==> config.mk <==
export PLATFORM = sky130hd
export DESIGN_NAME = intc_core
export DESIGN_NICKNAME = d
export VERILOG_FILES = /design/src/common/intc_pkg.sv /design/src/rtl/intc_pick.sv /design/src/rtl/intc_core.sv
export SDC_FILE = /design/constraint.sdc
export NUM_CORES = 1
export LEC_CHECK = 0
export BUFFER_PORTS_ARGS = -buffer_cell sky130_fd_sc_hd__buf_2
export CAP_MARGIN = 5
export CORE_UTILIZATION = 37
export DETAILED_ROUTE_END_ITERATION = 10
export SYNTH_ARGS = -nofsm -noshare
export SYNTH_HDL_FRONTEND = slang
export SYNTH_SLANG_ARGS = --single-unit
==> constraint.sdc <==
create_clock -name clk -period 58.3 [get_ports clk]
set_input_delay 5.83 -clock clk [delete_from_list [all_inputs] [get_ports clk]]
set_output_delay 5.83 -clock clk [all_outputs]
set_load 0.03 [all_outputs]
==> src/common/intc_pkg.sv <==
package intc_pkg;
    // ------------------------------------------------------------
    // sizes
    // ------------------------------------------------------------
    localparam int NUM_SRC = 16;            // user interrupt sources
    localparam int NUM_TRAP = 4;            // trap sources
    localparam int SRC_IDX_W = 4;           // index width for sources
    // ------------------------------------------------------------
    // register byte offsets
    // ------------------------------------------------------------
    localparam logic [11:0] OFS_STATUS = 12'h000;   // status readback, read only
    localparam logic [11:0] OFS_CTRL1 = 12'h004;    // nesting disable + trap flags
    localparam logic [11:0] OFS_FLAG = 12'h008;     // source flags, w1c
    localparam logic [11:0] OFS_ENABLE = 12'h00C;   // source enables
    localparam logic [11:0] OFS_PRIO_LO = 12'h010;  // priorities of sources 0..7
    localparam logic [11:0] OFS_PRIO_HI = 12'h014;  // priorities of sources 8..15
    localparam logic [11:0] OFS_CPU_LEVEL = 12'h018; // status low byte, level in 7:5
    localparam logic [11:0] OFS_TIMED_DIS = 12'h01C; // timed disable cycle count
    localparam logic [11:0] OFS_CMD = 12'h020;      // bit0 take, bit1 return
    localparam logic [11:0] OFS_IRQ_STAT = 12'h024; // sticky event status, w1c
    localparam logic [11:0] OFS_IRQ_MASK = 12'h028; // interrupt mask
    // ------------------------------------------------------------
    // field positions
    // ------------------------------------------------------------
    localparam int POS_LEVEL = 8;           // level field in status readback
    localparam int POS_NEST_DIS = 15;       // nesting disable in ctrl1
    localparam int POS_CPU_LVL = 5;         // level bits in status low byte
    localparam int PRIO_W = 3;              // per source priority width
    localparam int POS_CMD_RET = 1;         // return command bit
    // ------------------------------------------------------------
    // values
    // ------------------------------------------------------------
    localparam logic [2:0] PRIO_RESET = 3'h4;    // every source starts at level 4
    localparam logic [3:0] LVL_USER_MAX = 4'h7;  // top user level
    localparam logic [3:0] LVL_TRAP_BASE = 4'h8; // first trap level
    localparam logic [6:0] VEC_OFFSET = 7'h08;   // field value = vector - 8
    localparam logic [6:0] VEC_USER_BASE = 7'h0C;// vector of source 0 minus 8
    localparam int DEPTH = 4;                    // saved level stack depth
    localparam int IRQ_W = 2;                    // bit0 vector taken, bit1 trap raised
endpackage

==> src/rtl/intc_pick.sv <==
`timescale 1ns/1ps
// lowest index among the highest priority eligible sources
module intc_pick
    import intc_pkg::*;
(
    // candidates
    input wire logic [NUM_SRC-1:0] elig,
    input wire logic [NUM_SRC*PRIO_W-1:0] prio,
    // winner
    output logic found,
    output logic [SRC_IDX_W-1:0] idx,
    output logic [PRIO_W-1:0] best
);
    // ------------------------------------------------------------
    // scan from high index down so ties go to the lowest index
    // equal priorities everywhere degrade to a plain fixed order
    // ------------------------------------------------------------
    always_comb begin
        found = 1'b0;
        idx = '0;
        best = '0;
        for (int i = NUM_SRC - 1; i >= 0; i--) begin
            if (elig[i] && prio[i*PRIO_W +: PRIO_W] >= best) begin
                found = 1'b1;
                idx = SRC_IDX_W'(i);
                best = prio[i*PRIO_W +: PRIO_W];
            end
        end
    end
endmodule

==> src/rtl/intc_core.sv <==
// Decided for this implementation: register access over APB and the register offsets.
`timescale 1ns/1ps
module intc_core
    import intc_pkg::*;
(
    // clock and reset
    input wire logic clk,
    input wire logic reset,
    // apb slave
    input wire logic psel,
    input wire logic penable,
    input wire logic pwrite,
    input wire logic [11:0] paddr,
    input wire logic [31:0] pwdata,
    output logic [31:0] prdata,
    output logic pready,
    output logic pslverr,
    // event inputs
    input wire logic [NUM_SRC-1:0] src_event,
    input wire logic [NUM_TRAP-1:0] trap_event,
    // to processor
    output logic req_valid,
    output logic [6:0] req_vector,
    output logic irq
);
    // ------------------------------------------------------------
    // state
    // ------------------------------------------------------------
    typedef struct packed {
        logic [31:0] prdata;                    // read data
        logic pready;                           // access answer
        logic pslverr;                          // unmapped address
        logic nest_dis;                         // nesting disable
        logic [NUM_TRAP-1:0] trap_flag;         // trap status flags
        logic [NUM_SRC-1:0] flag;               // source flags
        logic [NUM_SRC-1:0] enable;             // source enables
        logic [NUM_SRC*PRIO_W-1:0] prio;        // source priorities
        logic [3:0] level;                      // cpu priority level
        logic [15:0] tdis_cnt;                  // timed disable remaining
        logic [DEPTH*4-1:0] stack;              // saved levels
        logic [2:0] sp;                         // stack depth in use
        logic [IRQ_W-1:0] irq_stat;             // sticky events
        logic [IRQ_W-1:0] irq_mask;             // event mask
        logic req_valid;                        // request shown
        logic [6:0] req_vector;                 // pending vector field
        logic irq;                              // interrupt output
    } state_s;

    state_s cur, next_cur;

    // ------------------------------------------------------------
    // arbitration
    // ------------------------------------------------------------
    logic [NUM_SRC-1:0] elig;     // sources allowed to request
    logic found;
    logic [SRC_IDX_W-1:0] win_idx;
    logic [PRIO_W-1:0] win_prio;
    logic trap_any;
    logic [1:0] trap_idx;
    logic in_service;             // a routine is running

    assign in_service = cur.sp != 3'h0;

    // per source eligibility, one generate loop
    genvar g;
    generate
        for (g = 0; g < NUM_SRC; g++) begin : gen_elig
            logic [PRIO_W-1:0] p;
            assign p = cur.prio[g*PRIO_W +: PRIO_W];
            // flag held set keeps the request alive; enable gates it
            assign elig[g] = cur.flag[g] && cur.enable[g] && p != '0
                && {1'b0, p} > cur.level
                && !(cur.tdis_cnt != '0 && {1'b0, p} != LVL_USER_MAX)
                && !(cur.nest_dis && in_service);
        end
    endgenerate

    intc_pick u_pick (
        .elig(elig),
        .prio(cur.prio),
        .found(found),
        .idx(win_idx),
        .best(win_prio)
    );

    // traps pass only while their level, 8 plus index, is above the cpu level; nesting disable does not hold them
    always_comb begin
        trap_any = 1'b0;
        trap_idx = '0;
        for (int i = NUM_TRAP - 1; i >= 0; i--) begin
            if (cur.trap_flag[i] && {2'b0, i[1:0]} + LVL_TRAP_BASE > cur.level) begin
                trap_any = 1'b1;
                trap_idx = i[1:0];
            end
        end
    end

    // ------------------------------------------------------------
    // next state
    // ------------------------------------------------------------
    logic wr, rd;
    logic [IRQ_W-1:0] ev;
    assign wr = psel && penable && pwrite && !cur.pready;
    assign rd = psel && penable && !pwrite && !cur.pready;

    always_comb begin
        next_cur = cur;
        ev = '0;
        next_cur.pready = psel && penable && !cur.pready;
        next_cur.pslverr = 1'b0;
        // timed disable countdown
        if (cur.tdis_cnt != '0) begin
            next_cur.tdis_cnt = cur.tdis_cnt - 16'h0001;
        end
        // status readback fields
        if (trap_any) begin
            next_cur.req_valid = 1'b1;
            next_cur.req_vector = {5'h0, trap_idx}; // traps take low vectors
        end else if (found) begin
            next_cur.req_valid = 1'b1;
            next_cur.req_vector = VEC_USER_BASE + {3'h0, win_idx};
        end else begin
            next_cur.req_valid = 1'b0;
            next_cur.req_vector = '0;
        end
        // register writes, flag clears first so new events win
        if (wr) begin
            unique case (paddr)
                OFS_CTRL1: begin
                    next_cur.nest_dis = pwdata[POS_NEST_DIS];
                    next_cur.trap_flag = cur.trap_flag & ~pwdata[NUM_TRAP-1:0];
                end
                OFS_FLAG: next_cur.flag = cur.flag & ~pwdata[NUM_SRC-1:0];
                OFS_ENABLE: next_cur.enable = pwdata[NUM_SRC-1:0];
                OFS_PRIO_LO: next_cur.prio[23:0] = pwdata[23:0];
                OFS_PRIO_HI: next_cur.prio[47:24] = pwdata[23:0];
                // a pushed status restored by pop lands here
                OFS_CPU_LEVEL: next_cur.level = {1'b0, pwdata[POS_CPU_LVL +: 3]};
                OFS_TIMED_DIS: next_cur.tdis_cnt = pwdata[15:0];
                OFS_CMD: begin
                    if (pwdata[0] && cur.req_valid && cur.sp != 3'(DEPTH)) begin
                        // accept the shown vector: save level, raise it
                        next_cur.stack = {cur.stack[DEPTH*4-5:0], cur.level};
                        next_cur.sp = cur.sp + 3'h1;
                        next_cur.level = trap_any ? {2'b0, trap_idx} + LVL_TRAP_BASE
                            : {1'b0, win_prio};
                        ev[0] = 1'b1;
                    end else if (pwdata[POS_CMD_RET] && cur.sp != 3'h0) begin
                        next_cur.level = cur.stack[3:0];
                        next_cur.stack = {4'h0, cur.stack[DEPTH*4-1:4]};
                        next_cur.sp = cur.sp - 3'h1;
                    end
                end
                OFS_IRQ_STAT: next_cur.irq_stat = cur.irq_stat & ~pwdata[IRQ_W-1:0];
                OFS_IRQ_MASK: next_cur.irq_mask = pwdata[IRQ_W-1:0];
                default: next_cur.pslverr = !(paddr == OFS_STATUS);
            endcase
        end
        // events set flags after clears
        next_cur.flag = next_cur.flag | src_event;
        next_cur.trap_flag = next_cur.trap_flag | trap_event;
        ev[1] = |trap_event;
        next_cur.irq_stat = next_cur.irq_stat | ev;
        next_cur.irq = |(next_cur.irq_stat & next_cur.irq_mask);
        // read mux
        if (rd) begin
            next_cur.prdata = '0;
            unique case (paddr)
                OFS_STATUS: next_cur.prdata = {16'h0, 4'h0, cur.level, 1'b0, cur.req_vector};
                OFS_CTRL1: next_cur.prdata = {16'h0, cur.nest_dis, 11'h0, cur.trap_flag};
                OFS_FLAG: next_cur.prdata = {16'h0, cur.flag};
                OFS_ENABLE: next_cur.prdata = {16'h0, cur.enable};
                OFS_PRIO_LO: next_cur.prdata = {8'h0, cur.prio[23:0]};
                OFS_PRIO_HI: next_cur.prdata = {8'h0, cur.prio[47:24]};
                OFS_CPU_LEVEL: next_cur.prdata = {24'h0, cur.level[2:0], 5'h0};
                OFS_TIMED_DIS: next_cur.prdata = {16'h0, cur.tdis_cnt};
                OFS_CMD: next_cur.prdata = {29'h0, cur.sp};
                OFS_IRQ_STAT: next_cur.prdata = {30'h0, cur.irq_stat};
                OFS_IRQ_MASK: next_cur.prdata = {30'h0, cur.irq_mask};
                default: next_cur.pslverr = 1'b1;
            endcase
        end
    end

    // ------------------------------------------------------------
    // registers
    // ------------------------------------------------------------
    always_ff @(posedge clk) begin
        if (reset) begin
            cur <= '0;
            cur.prio <= {NUM_SRC{PRIO_RESET}};
        end else begin
            cur <= next_cur;
        end
    end

    assign prdata = cur.prdata;
    assign pready = cur.pready;
    assign pslverr = cur.pslverr;
    assign req_valid = cur.req_valid;
    assign req_vector = cur.req_vector;
    assign irq = cur.irq;

    // ------------------------------------------------------------
    // checks
    // ------------------------------------------------------------
    chk_level_blocks_user: assert property (@(posedge clk) disable iff (reset)
        (cur.level >= LVL_USER_MAX && !trap_any) |=> !req_valid)
        else $error("user request shown at level seven");
    chk_enable_gates: assert property (@(posedge clk) disable iff (reset)
        found |-> cur.enable[win_idx])
        else $error("disabled source won");
    chk_above_level: assert property (@(posedge clk) disable iff (reset)
        found |-> {1'b0, win_prio} > cur.level)
        else $error("winner not above cpu level");
    chk_tdis_holds: assert property (@(posedge clk) disable iff (reset)
        (cur.tdis_cnt != '0 && found) |-> win_prio == 3'h7)
        else $error("low level passed timed disable");
    chk_trap_wins: assert property (@(posedge clk) disable iff (reset)
        (cur.trap_flag[NUM_TRAP-1] && cur.level < 4'hB) |=> req_valid)
        else $error("trap masked by level");
    chk_nest_off: assert property (@(posedge clk) disable iff (reset)
        (cur.nest_dis && in_service) |-> !found)
        else $error("preemption with nesting disabled");
    chk_flag_sticks: assert property (@(posedge clk) disable iff (reset)
        (src_event[0]) |=> cur.flag[0])
        else $error("event lost on clear");
    chk_vec_status: assert property (@(posedge clk) disable iff (reset)
        (rd && paddr == OFS_STATUS) |=> prdata[6:0] == $past(cur.req_vector))
        else $error("status vector mismatch");
endmodule

# Yosys cells after proc, flatten, opt, wreduce, memory -nomap -nowiden
# Index checks and enable logic that the tools add are counted.
# totals
reg_bits	171
input_bits	69
out_inout_bits	43
elab_cells	359
# classes
add_sub_neg	5
order_cmp	36
eq_ne	28
mux	82
n_bitwise	11
n_reduce_logical	178
# ops
cell	n
$pmux W24 S11	1
$mux W129	1
$logic_and A1 B1 Y1	126
$mux W4	19
$gt A3 B4 Y1	16
$mux W16	4
$mux W19	3
$ne A3 B3 Y1 const B	18
$reduce_bool A3 Y1	17
$eq A12 B5 Y1 const B	4
$mux W24	2
$mux W3	16
$ge A3 B3 Y1	15
$eq A12 B6 Y1 const B	3
$mux W1	26
$eq A12 B4 Y1 const B	2
$logic_not A1 Y1	20
$and A16 B16 Y16	1
$gt A4 B4 Y1 const A	4
$mux W8	2
$not A16 Y16	1
$or A16 B16 Y16	1
$reduce_bool A16 Y1	1
$sub A16 B1 Y16 const B	1
25 further kinds	36

# Longest topological paths before layout
# Gate-level depths: netlist of run 1.
# depth
depth_word	59
depth_mapped	113
mapped_depth_nobuf	111

# By module
# Synthesis of run 1 repeated with hierarchy kept, for this count alone.
# hier_totals
hier_cells	1452
area_unflattened_um2	11449.7
# modules_own_cells
module	instances	cells_per_inst	area_per_inst_um2	seq_area_each_um2
intc_core	1	1134	9341.5	3223.1
intc_pick	1	318	2108.3	0.0

# Worst setup path before layout of run 1
# Ideal clock, no wire load.
# synth_timing
path_type	register to register
from	register cur[49] (netlist name)
to	register cur (netlist bit req_vector[3])
setup_time_ns	0.128
arrival_time_ns	20.584
t_required_ns	58.172
path_slack_ns	37.588
path_stages_with_launch	106
n_path_buf	1
synth_period_minus_slack_ns	20.712
path_cell_list	dfxtp_1 > clkbuf_1 > inv_1 > ha_1 > a31oi_1 > nand3_1 > a21oi_1 > nand2_1 > ha_1 > nand2_1 > o21ai_0 > nand4_1 > nor2_1 > mux2_2 > ha_1 > nand2b_1 > nand2_1 > a2111oi_0 > [... 70 more ...] > o31ai_1 > inv_1 > ha_1 > nand2b_1 > a21oi_1 > nor2b_1 > o2111ai_1 > inv_1 > a2111oi_2 > nor2_1 > ha_1 > a21o_1 > nand3_1 > and2_1 > nand3_1 > o21bai_1 > ha_1 > nor2_1
# synth_between
elab_chain_cells	53
word_cells_on_any_way	157
classes_between	1 x add/sub; 35 x order compare; 51 x mux; 1 x bitwise; 69 x reduce/logical
# synth_lines
element	line_no	text
from (decl)	intc_core.sv:49	state_s cur, next_cur;
from (signal assigned)	intc_core.sv:193	cur <= next_cur;
parallel branches: the longest is 53 deep, another holds $gt A3 B4 Y1	--	
# Several ways; the timed one is not identified.
# A chain may end at the register's enable or synchronous reset.

# Worst setup path after layout of run 1
# layout_timing
from	register cur[15] (netlist name)
to	register cur (netlist bit req_vector[3])
# layout_between
elab_chain_cells	53
word_cells_on_any_way	100
classes_between	1 x add/sub; 15 x order compare; 47 x mux; 1 x bitwise; 36 x reduce/logical
# layout_lines
element	line_no	text
$reduce_bool A3 Y1 (*)	intc_core.sv:62	assign in_service = cur.sp != 3'h0;
$logic_and A1 B1 Y1 (*)	intc_core.sv:74	&& !(cur.nest_dis && in_service);
$logic_not A1 Y1 (*)	intc_core.sv:74	
parallel branches: the longest is 50 deep, another holds $ge A3 B3 Y1	--	
# Mark *: on every way between the ends.

==> results of run 1 <==
Yosys cell counts, drive strengths merged (6+ instances only):
library cell / instances / area share
nand2: 229 / 0.077
dfxtp: 161 / 0.29
nor2: 152 / 0.052
a21oi: 126 / 0.061
ha: 84 / 0.095
clkbuf: 67 / 0.023
nand3: 49 / 0.023
inv: 47 / 0.016
buf: 42 / 0.028
a311oi: 34 / 0.027
o21ai: 34 / 0.017
nor3: 30 / 0.015
a22oi: 20 / 0.014
a211oi: 19 / 0.014
a222oi: 19 / 0.017
a31oi: 19 / 0.012
nand3b: 19 / 0.013
a221oi: 16 / 0.014
nor2b: 16 / 0.0090
o21a: 16 / 0.011
and2: 15 / 0.0087
nand2b: 15 / 0.0085
a21o: 12 / 0.0081
o211ai: 12 / 0.0094
o311ai: 12 / 0.010
and3: 11 / 0.0062
or3: 11 / 0.0067
o31ai: 9 / 0.0078
or2: 9 / 0.0051
xor2: 9 / 0.0071
a211o: 8 / 0.0079
mux2: 8 / 0.0091
nand4: 8 / 0.0051
nor4: 8 / 0.0072
o2111ai: 7 / 0.0061
a21boi: 6 / 0.0044
worst max-delay path: cells and delay by family (launching register included):
kind                       cells  cell delay (ns)
adders and majority gates     18             5.08
AOI/OAI and AO/OA             37             9.47
DFF                            1             0.36
muxes                          5             1.75
and+or+nand+nor               38             7.01
buffers and inverters          4             0.32
placed cells by master, fill, tap and decap left out, types with 10 or more instances in the layout:
| cell type | n |
|---|---|
| sky130_fd_sc_hd__a21o_1 | 12 |
| sky130_fd_sc_hd__clkbuf_16 | 17 |
| sky130_fd_sc_hd__nor2b_1 | 16 |
| sky130_fd_sc_hd__o311ai_0 | 11 |
| sky130_fd_sc_hd__nor3_1 | 23 |
| sky130_fd_sc_hd__a31oi_1 | 18 |
| sky130_fd_sc_hd__a211oi_1 | 17 |
| sky130_fd_sc_hd__a221oi_1 | 14 |
| sky130_fd_sc_hd__a311oi_1 | 34 |
| sky130_fd_sc_hd__inv_1 | 47 |
| sky130_fd_sc_hd__dfxtp_1 | 161 |
| sky130_fd_sc_hd__o21a_1 | 16 |
| sky130_fd_sc_hd__and2_1 | 14 |
| sky130_fd_sc_hd__a222oi_1 | 19 |
| sky130_fd_sc_hd__nand2b_1 | 15 |
| sky130_fd_sc_hd__buf_4 | 19 |
| sky130_fd_sc_hd__a21oi_1 | 121 |
| sky130_fd_sc_hd__nor2_1 | 148 |
| sky130_fd_sc_hd__o211ai_1 | 11 |
| sky130_fd_sc_hd__conb_1 | 10 |
| sky130_fd_sc_hd__buf_2 | 92 |
| sky130_fd_sc_hd__nand2_1 | 229 |
| sky130_fd_sc_hd__o21ai_0 | 30 |
| sky130_fd_sc_hd__and3_1 | 11 |
| sky130_fd_sc_hd__nand3_1 | 48 |
| sky130_fd_sc_hd__a22oi_1 | 19 |
| sky130_fd_sc_hd__or3_1 | 10 |
| sky130_fd_sc_hd__ha_1 | 84 |
| sky130_fd_sc_hd__nand3b_1 | 19 |
worst paths after layout:
| kind | slack (ns) | end | start | depth (start not counted) |
|---|---|---|---|---|
| worst max-delay path | 34.20 | req_vector[3] | cur[15] | 102 |
| worst min-delay path | 0.48 | cur[110] | cur[110] | 2 |
| worst max register to register | 34.20 | req_vector[3] | cur[15] | 102 |
| worst min register to register | 0.48 | cur[110] | cur[110] | 2 |
per-layer routing:
| metal | GRT usage | up-vias | share of wire |
|---|---|---|---|
| li1 | - | 5247 | - |
| met1 | 0.334 | 5292 | 0.44 |
| met2 | 0.414 | 410 | 0.46 |
| met3 | 0.0392 | 80 | 0.071 |
| met4 | 0.105 | 0 | 0.034 |
| met5 | 0 | - | 0 |
metrics by stage:
step	hold slack [ns]	util	setup slack, ns
after floorplan	0.446	-	37.59
after global placement	0.456	0.396	34.65
after detailed placement	0.463	0.396	34.53
after CTS	0.473	0.415	34.36
after global routing	0.489	0.415	32.30
final	0.475	0.415	34.20
report_power, final:
part / internal [mW] / switching (mW)
clock network: 0.0621 / 0.0485
logic: 0.0245 / 0.0383
registers: 0.117 / 0.0103
sequential cells by signal, indices dropped and copies added (netlist names):
| signal | cells |
|---|---|
| pslverr | 1 |
| req_valid | 1 |
| cur | 128 |
| prdata | 24 |
| req_vector | 5 |
| pready | 1 |
| irq | 1 |
cell families after synthesis:
group / synth area share
AO/OA/AOI/OAI: 0.270
XOR/XNOR: 0.0110
AND/OR/NAND/NOR: 0.247
adder cells (fa/ha/maj): 0.100
buffers and inverters: 0.0671
flip-flops: 0.290
multiplexers: 0.0136
other: 0.000338
final cells by class:
type                    count  area [um2]  area share
multi-input cells        1116        7210       0.588
flip-flops and latches    161        3220       0.263
repair buffers            111         603      0.0492
well taps                 390         488      0.0398
clock buffers              23         478      0.0390
inverters                  47         176      0.0144
clock inverters             7        78.8     0.00643
diodes                      1        2.50    0.000204
==> metrics.yaml, run 1 <==
cts:
  h-tree-depth: 4
  tritoncts: "built"
  ctsLongestPathBuffers: 2
  cts_root_buffer: "sky130_fd_sc_hd__clkbuf_16"
  holdBufCountCts: 0
  post_cts.repair.setup_buffers: 0
  numCtsBuffers: 17
  numClockSinks: 161
  path_clk_slew_ns: 0.07
  worstSkewPairLatency_ns: 0.44
  post_cts_sizing: 0
critical_path:
  kind_of_launch_point_of_the_worst_setup_path: "flop"
  critical_path.max_stage_delay_ns: 0.71
  timing_worst_setup_path_type: "reg2reg"
  crit_path_max_fanout: 24
  crit_path_frequent_cell: "sky130_fd_sc_hd__ha_1"
  endpoint_kind: "flop"
  cp_data_required_time_ns: 58.67
  critPathArrivalTime_ns: 24.47
  crit_path_top_delay_cell: "sky130_fd_sc_hd__a21oi_4"
synthesis:
  netlist_instances: 1424
  avgSynthCellArea_um2: 7.79
  syn-cell-area_um2: 11100
  synthFlopType: "sky130_fd_sc_hd__dfxtp_1"
  count_of_warnings_emitted_by_yosys: 0
  synth_sequential_area_ratio: 0.290
  synthArstFlopShare: 0
  post_synth_num_cell_types: 96
  synth_enable_flop_cells: 0
  synth-seq-cells: 161
layout:
  area_growth_pct: 10.5
  fin_area_um2: 12300
  final_layout_size_suffix_gt1_frac: 0.140
  nFillCells: 3010
  num-nets-final: 1608
  fin_cells: 1856
sta:
  final.period_utilization: 0.413
  final_period_demand_of_the_worst_path_ns: 24.10
  skew_ns: 0.0133
  achievable-frequency_mhz: 41.5
  finalSetupViolCount: 0
  timing.final.max_slew_violations: 0
  grt_setup_unrepaired: "false"
  relSlewSlack: 0.132
  tightestPinTransition_ns: 1.30
  timing.final.hold_violations: 0
  timing.setup.tns_ns: 0
pwr:
  peakVddDrop_v: 0.0000244
  power_mw: 0.301
  cellLeakagePower_nw: 4.49
  power_per_cell_area_nw_per_um2: 24.6
floorplanning:
  num_io_pins: 112
  std_cell_rows: 63
  design.core.area_um2: 29600
  dieHeight_um: 175
  die_width_um: 175
  initial_utilization: 0.375
  fp.dieArea_um2: 30700
placement:
  place.port_buffers: 93
  placedCellCount: 1825
  gpl.final_weighted_congestion: 0.916
  dpl-instance-area_um2: 11700
  hpwl_um: 27700
min_path:
  class_of_the_worst_hold_path: "reg2reg"
global_route:
  grt_pass1_wl_um: 59500
  gr-total-overflow: 0
  via_count_of_the_first_global_routing_pass: 10240
  antenna_violations_before_repair: 1
  grt_use_total: 0.254
  grt_start_max_net_pins: 84
detailed_routing:
  wl_per_cell_um: 21.0
  wirelength_um: 38900
  detailedRoute.firstIterationViolations: 1060
  routed-via-count: 11029
  viasPerCell: 5.94
  dr.pass1.iters: 8
  detail-route-antenna-nets: 0
  drc: 0
outcome:
  status: "completed"
job:
  cap_violations: 0
(Power assumes the default switching activity.)
==> run 2: changes to the inputs <==
ABC_AREA = 1   (was not set)
clock period = 22.4 ns   (was 58.3 ns; I/O delays follow)
==> metrics.yaml, run 2 <==
detailed_routing:
  dr.pass1.iters: 6  # -2
  dr_wl_met2_um: 16700  # -6.5%
  wl_per_cell_um: 18.4  # -12%
  m1WireLength_um: 17100  # +0.51%
  routed-via-count: 11302  # +2.5%
  drc: 0  # unchanged
  wirelength_um: 38000  # -2.4%
  detail-route-antenna-nets: 0  # unchanged
  highest_routed_metal_layer: "met5"
  viasPerCell: 5.47  # -7.9%
  met3WireLength_um: 3170  # +14%
  detailedRoute.firstIterationViolations: 893  # -16%
pwr:
  p_sw_mw: 0.249  # +160%
  power.share.combinational: 0.179  # -0.030
  cellLeakagePower_nw: 5.37  # +20%
  internal-power_mw: 0.534  # +160%
  power_per_cell_area_nw_per_um2: 63.2  # +160%
  power.switching_fraction: 0.318  # -0.00474
  power.sequential.fraction: 0.401  # -0.023
  peakVddDrop_v: 0.0000514  # +110%
  power_mw: 0.783  # +160%
  clock_power_share: 0.421  # +0.054
cts:
  numClockSinks: 161  # unchanged
  path_clk_slew_ns: 0.07  # about the same
  worstSkewPairLatency_ns: 0.45  # about the same
  post_cts.repair.setup_buffers: 0  # unchanged
  h-tree-depth: 4  # unchanged
  holdBufCountCts: 0  # unchanged
  post_cts_sizing: 0  # unchanged
  ctsLongestPathBuffers: 2  # unchanged
  numCtsBuffers: 17  # unchanged
  cts_root_buffer: "sky130_fd_sc_hd__clkbuf_16"
  tritoncts: "built"
global_route:
  grt_pass1_wl_um: 58900  # -0.92%
  grt_start_max_net_pins: 91  # +8.3%
  via_count_of_the_first_global_routing_pass: 10507  # +2.6%
  antenna_violations_before_repair: 3  # +2
  grt_use_total: 0.249  # -0.00556
  gr-total-overflow: 0  # unchanged
synthesis:
  synth_simple_gate_area_share: 0.250  # +0.00324
  synthMostInstantiatedCell: "sky130_fd_sc_hd__nand2_1"
  synth_top_cell_by_area: "sky130_fd_sc_hd__dfxtp_1"
  netlist_instances: 1618  # +14%
  count_of_warnings_emitted_by_yosys: 0  # unchanged
  syn-cell-area_um2: 11100  # +0.33%
  synth-compound-area-share: 0.231  # -0.0390
  synth_sequential_area_ratio: 0.290  # -0.000947
  avgSynthCellArea_um2: 6.88  # -12%
  synth_enable_flop_cells: 0  # unchanged
  yosys-top-cells-count: "250 x sky130_fd_sc_hd__nand2_1, 242 x sky130_fd_sc_hd__inv_1, 161 x sky130_fd_sc_hd__dfxtp_1"
  synth_top_family_by_area: "simple AND/OR/NAND/NOR gates"
  synth_top_cell_area_share: 0.290  # -0.000947
  synth_mux_area_frac: 0  # -0.0136
  yosys.area_share.xor_xnor: 0.00393  # -0.00712
  synth-seq-cells: 161  # unchanged
  top_post_synthesis_cells_by_area: "sky130_fd_sc_hd__dfxtp_1 29%, sky130_fd_sc_hd__ha_1 9.4%, sky130_fd_sc_hd__nand2_1 8.4%"
  synthArstFlopShare: 0  # unchanged
  synthFlopType: "sky130_fd_sc_hd__dfxtp_1"
  synth_fa_ha_area_frac: 0.0962  # -0.00404
  post_synth_num_cell_types: 50  # -48%
placement:
  gpl.final_weighted_congestion: 0.930  # +1.5%
  place.port_buffers: 93  # unchanged
  placedCellCount: 2032  # +11%
  dpl-instance-area_um2: 11700  # +0.34%
  hpwl_um: 28200  # +1.5%
layout:
  num-nets-final: 1815  # +13%
  largest_reg_flops: 128  # unchanged
  area_growth_pct: 11.3
  final_layout_size_suffix_gt1_frac: 0.136  # -0.00433
  fin_cells: 2066  # +11%
  registers.top_by_ff_count: "cur"
  mostFrequentLayoutCells: "250 x sky130_fd_sc_hd__nand2_1, 242 x sky130_fd_sc_hd__inv_1, 161 x sky130_fd_sc_hd__dfxtp_1"
  post-route-util: 0.418  # +0.00329
  fin_area_um2: 12400  # +1.1%
  layout_commonest_cell: "sky130_fd_sc_hd__nand2_1"
critical_path:
  cp_top_family: "simple AND/OR/NAND/NOR gates"
  critical_path.max_stage_delay_ns: 0.52  # -0.19 ns
  crit_path_max_fanout: 19  # -21%
  crit_buf_inv: 27  # +23
  kind_of_launch_point_of_the_worst_setup_path: "flop"
  cp_data_required_time_ns: 22.79  # -35.88 ns
  crit_path_frequent_cell: "sky130_fd_sc_hd__nand2_1"
  crit_path_top_delay_cell: "sky130_fd_sc_hd__o221ai_1"
  timing_worst_setup_path_type: "reg2reg"
  critPathArrivalTime_ns: 18.90  # -5.57 ns
  endpoint_kind: "flop"
floorplanning:
  design.core.area_um2: 29600  # +0.27%
  num_io_pins: 112  # unchanged
  dieHeight_um: 175  # +0.16%
  std_cell_rows: 63  # unchanged
  fp.dieArea_um2: 30800  # +0.33%
  die_width_um: 175  # +0.16%
  initial_utilization: 0.376  # about the same
sta:
  tightestPinTransition_ns: 0.989  # -0.308 ns
  timing.final.hold_violations: 0  # unchanged
  timing.final.max_slew_violations: 0  # unchanged
  final_period_demand_of_the_worst_path_ns: 18.51  # -5.59 ns
  finalSetupViolCount: 0  # unchanged
  relSlewSlack: 0.340  # +0.208
  timing.setup.tns_ns: 0  # unchanged
  skew_ns: 0.0122  # -0.00116 ns
  final.period_utilization: 0.826  # +0.413
  grt_setup_unrepaired: "false"
  achievable-frequency_mhz: 54.0  # +30%
min_path:
  class_of_the_worst_hold_path: "reg2reg"
outcome:
  status: "completed"
job:
  cap_violations: 0  # unchanged
[run 2: power groups by stage]
stage | Combinational [mW] | Sequential (mW) | Clock [mW]
floorplan | 0.0991 | 0.316 | 0
global route | 0.155 | 0.315 | 0.345
detailed placement | 0.136 | 0.320 | 0
global placement | 0.134 | 0.319 | 0
CTS | 0.137 | 0.313 | 0.332
finish | 0.140 | 0.314 | 0.329
[run 2: final timing paths]
kind | cells after the start | startpoint | slack [ns] | end
min reg2reg | 2 | prdata[7] | 0.46 | prdata[7]
max reg2reg | 145 | cur[49] | 3.89 | req_vector[3]
max | 145 | cur[49] | 3.89 | req_vector[3]
min | 2 | prdata[7] | 0.46 | prdata[7]
[run 2: cells by family (layout without fill, tap and decap cells)]
logic type | Yosys count | count (layout)
buffers and inverters | 342 | 389
XOR/XNOR | 5 | 5
other | 1 | 12
AO/OA/AOI/OAI | 447 | 447
flip-flops | 161 | 161
AND/OR/NAND/NOR | 577 | 577
adder cells (fa/ha/maj) | 85 | 85
[run 2: per-layer routing]
layer	vias up	track usage
met5	-	0
met4	2	0.0967
met3	78	0.0489
met2	465	0.385
met1	5224	0.339
li1	5533	-
[run 2: through the flow]
stage / setup slack, ns / hold WS [ns]
final: 3.89 / 0.463
after global routing: 1.75 / 0.488
after CTS: 3.99 / 0.464
after detailed placement: 4.07 / 0.453
after global placement: 4.42 / 0.452
after floorplan: 6.40 / 0.437
[run 2: worst min-delay path, cell delays in order (launching register included)]
cell	delay, ns
sky130_fd_sc_hd__dfxtp_1	0.31
sky130_fd_sc_hd__nand2_1	0.06
sky130_fd_sc_hd__a21oi_1	0.05
[run 2: cell type report]
| type | instances | area, um2 |
|---|---|---|
| Timing Repair Buffer | 107 | 571 |
| Antenna cell | 2 | 5.00 |
| Fill cell | 3178 | 17300 |
| Sequential cell | 161 | 3220 |
| Multi-Input combinational cell | 1124 | 6520 |
| Inverter | 250 | 938 |
| Tap cell | 390 | 488 |
| Clock buffer | 17 | 425 |
| Clock inverter | 15 | 219 |
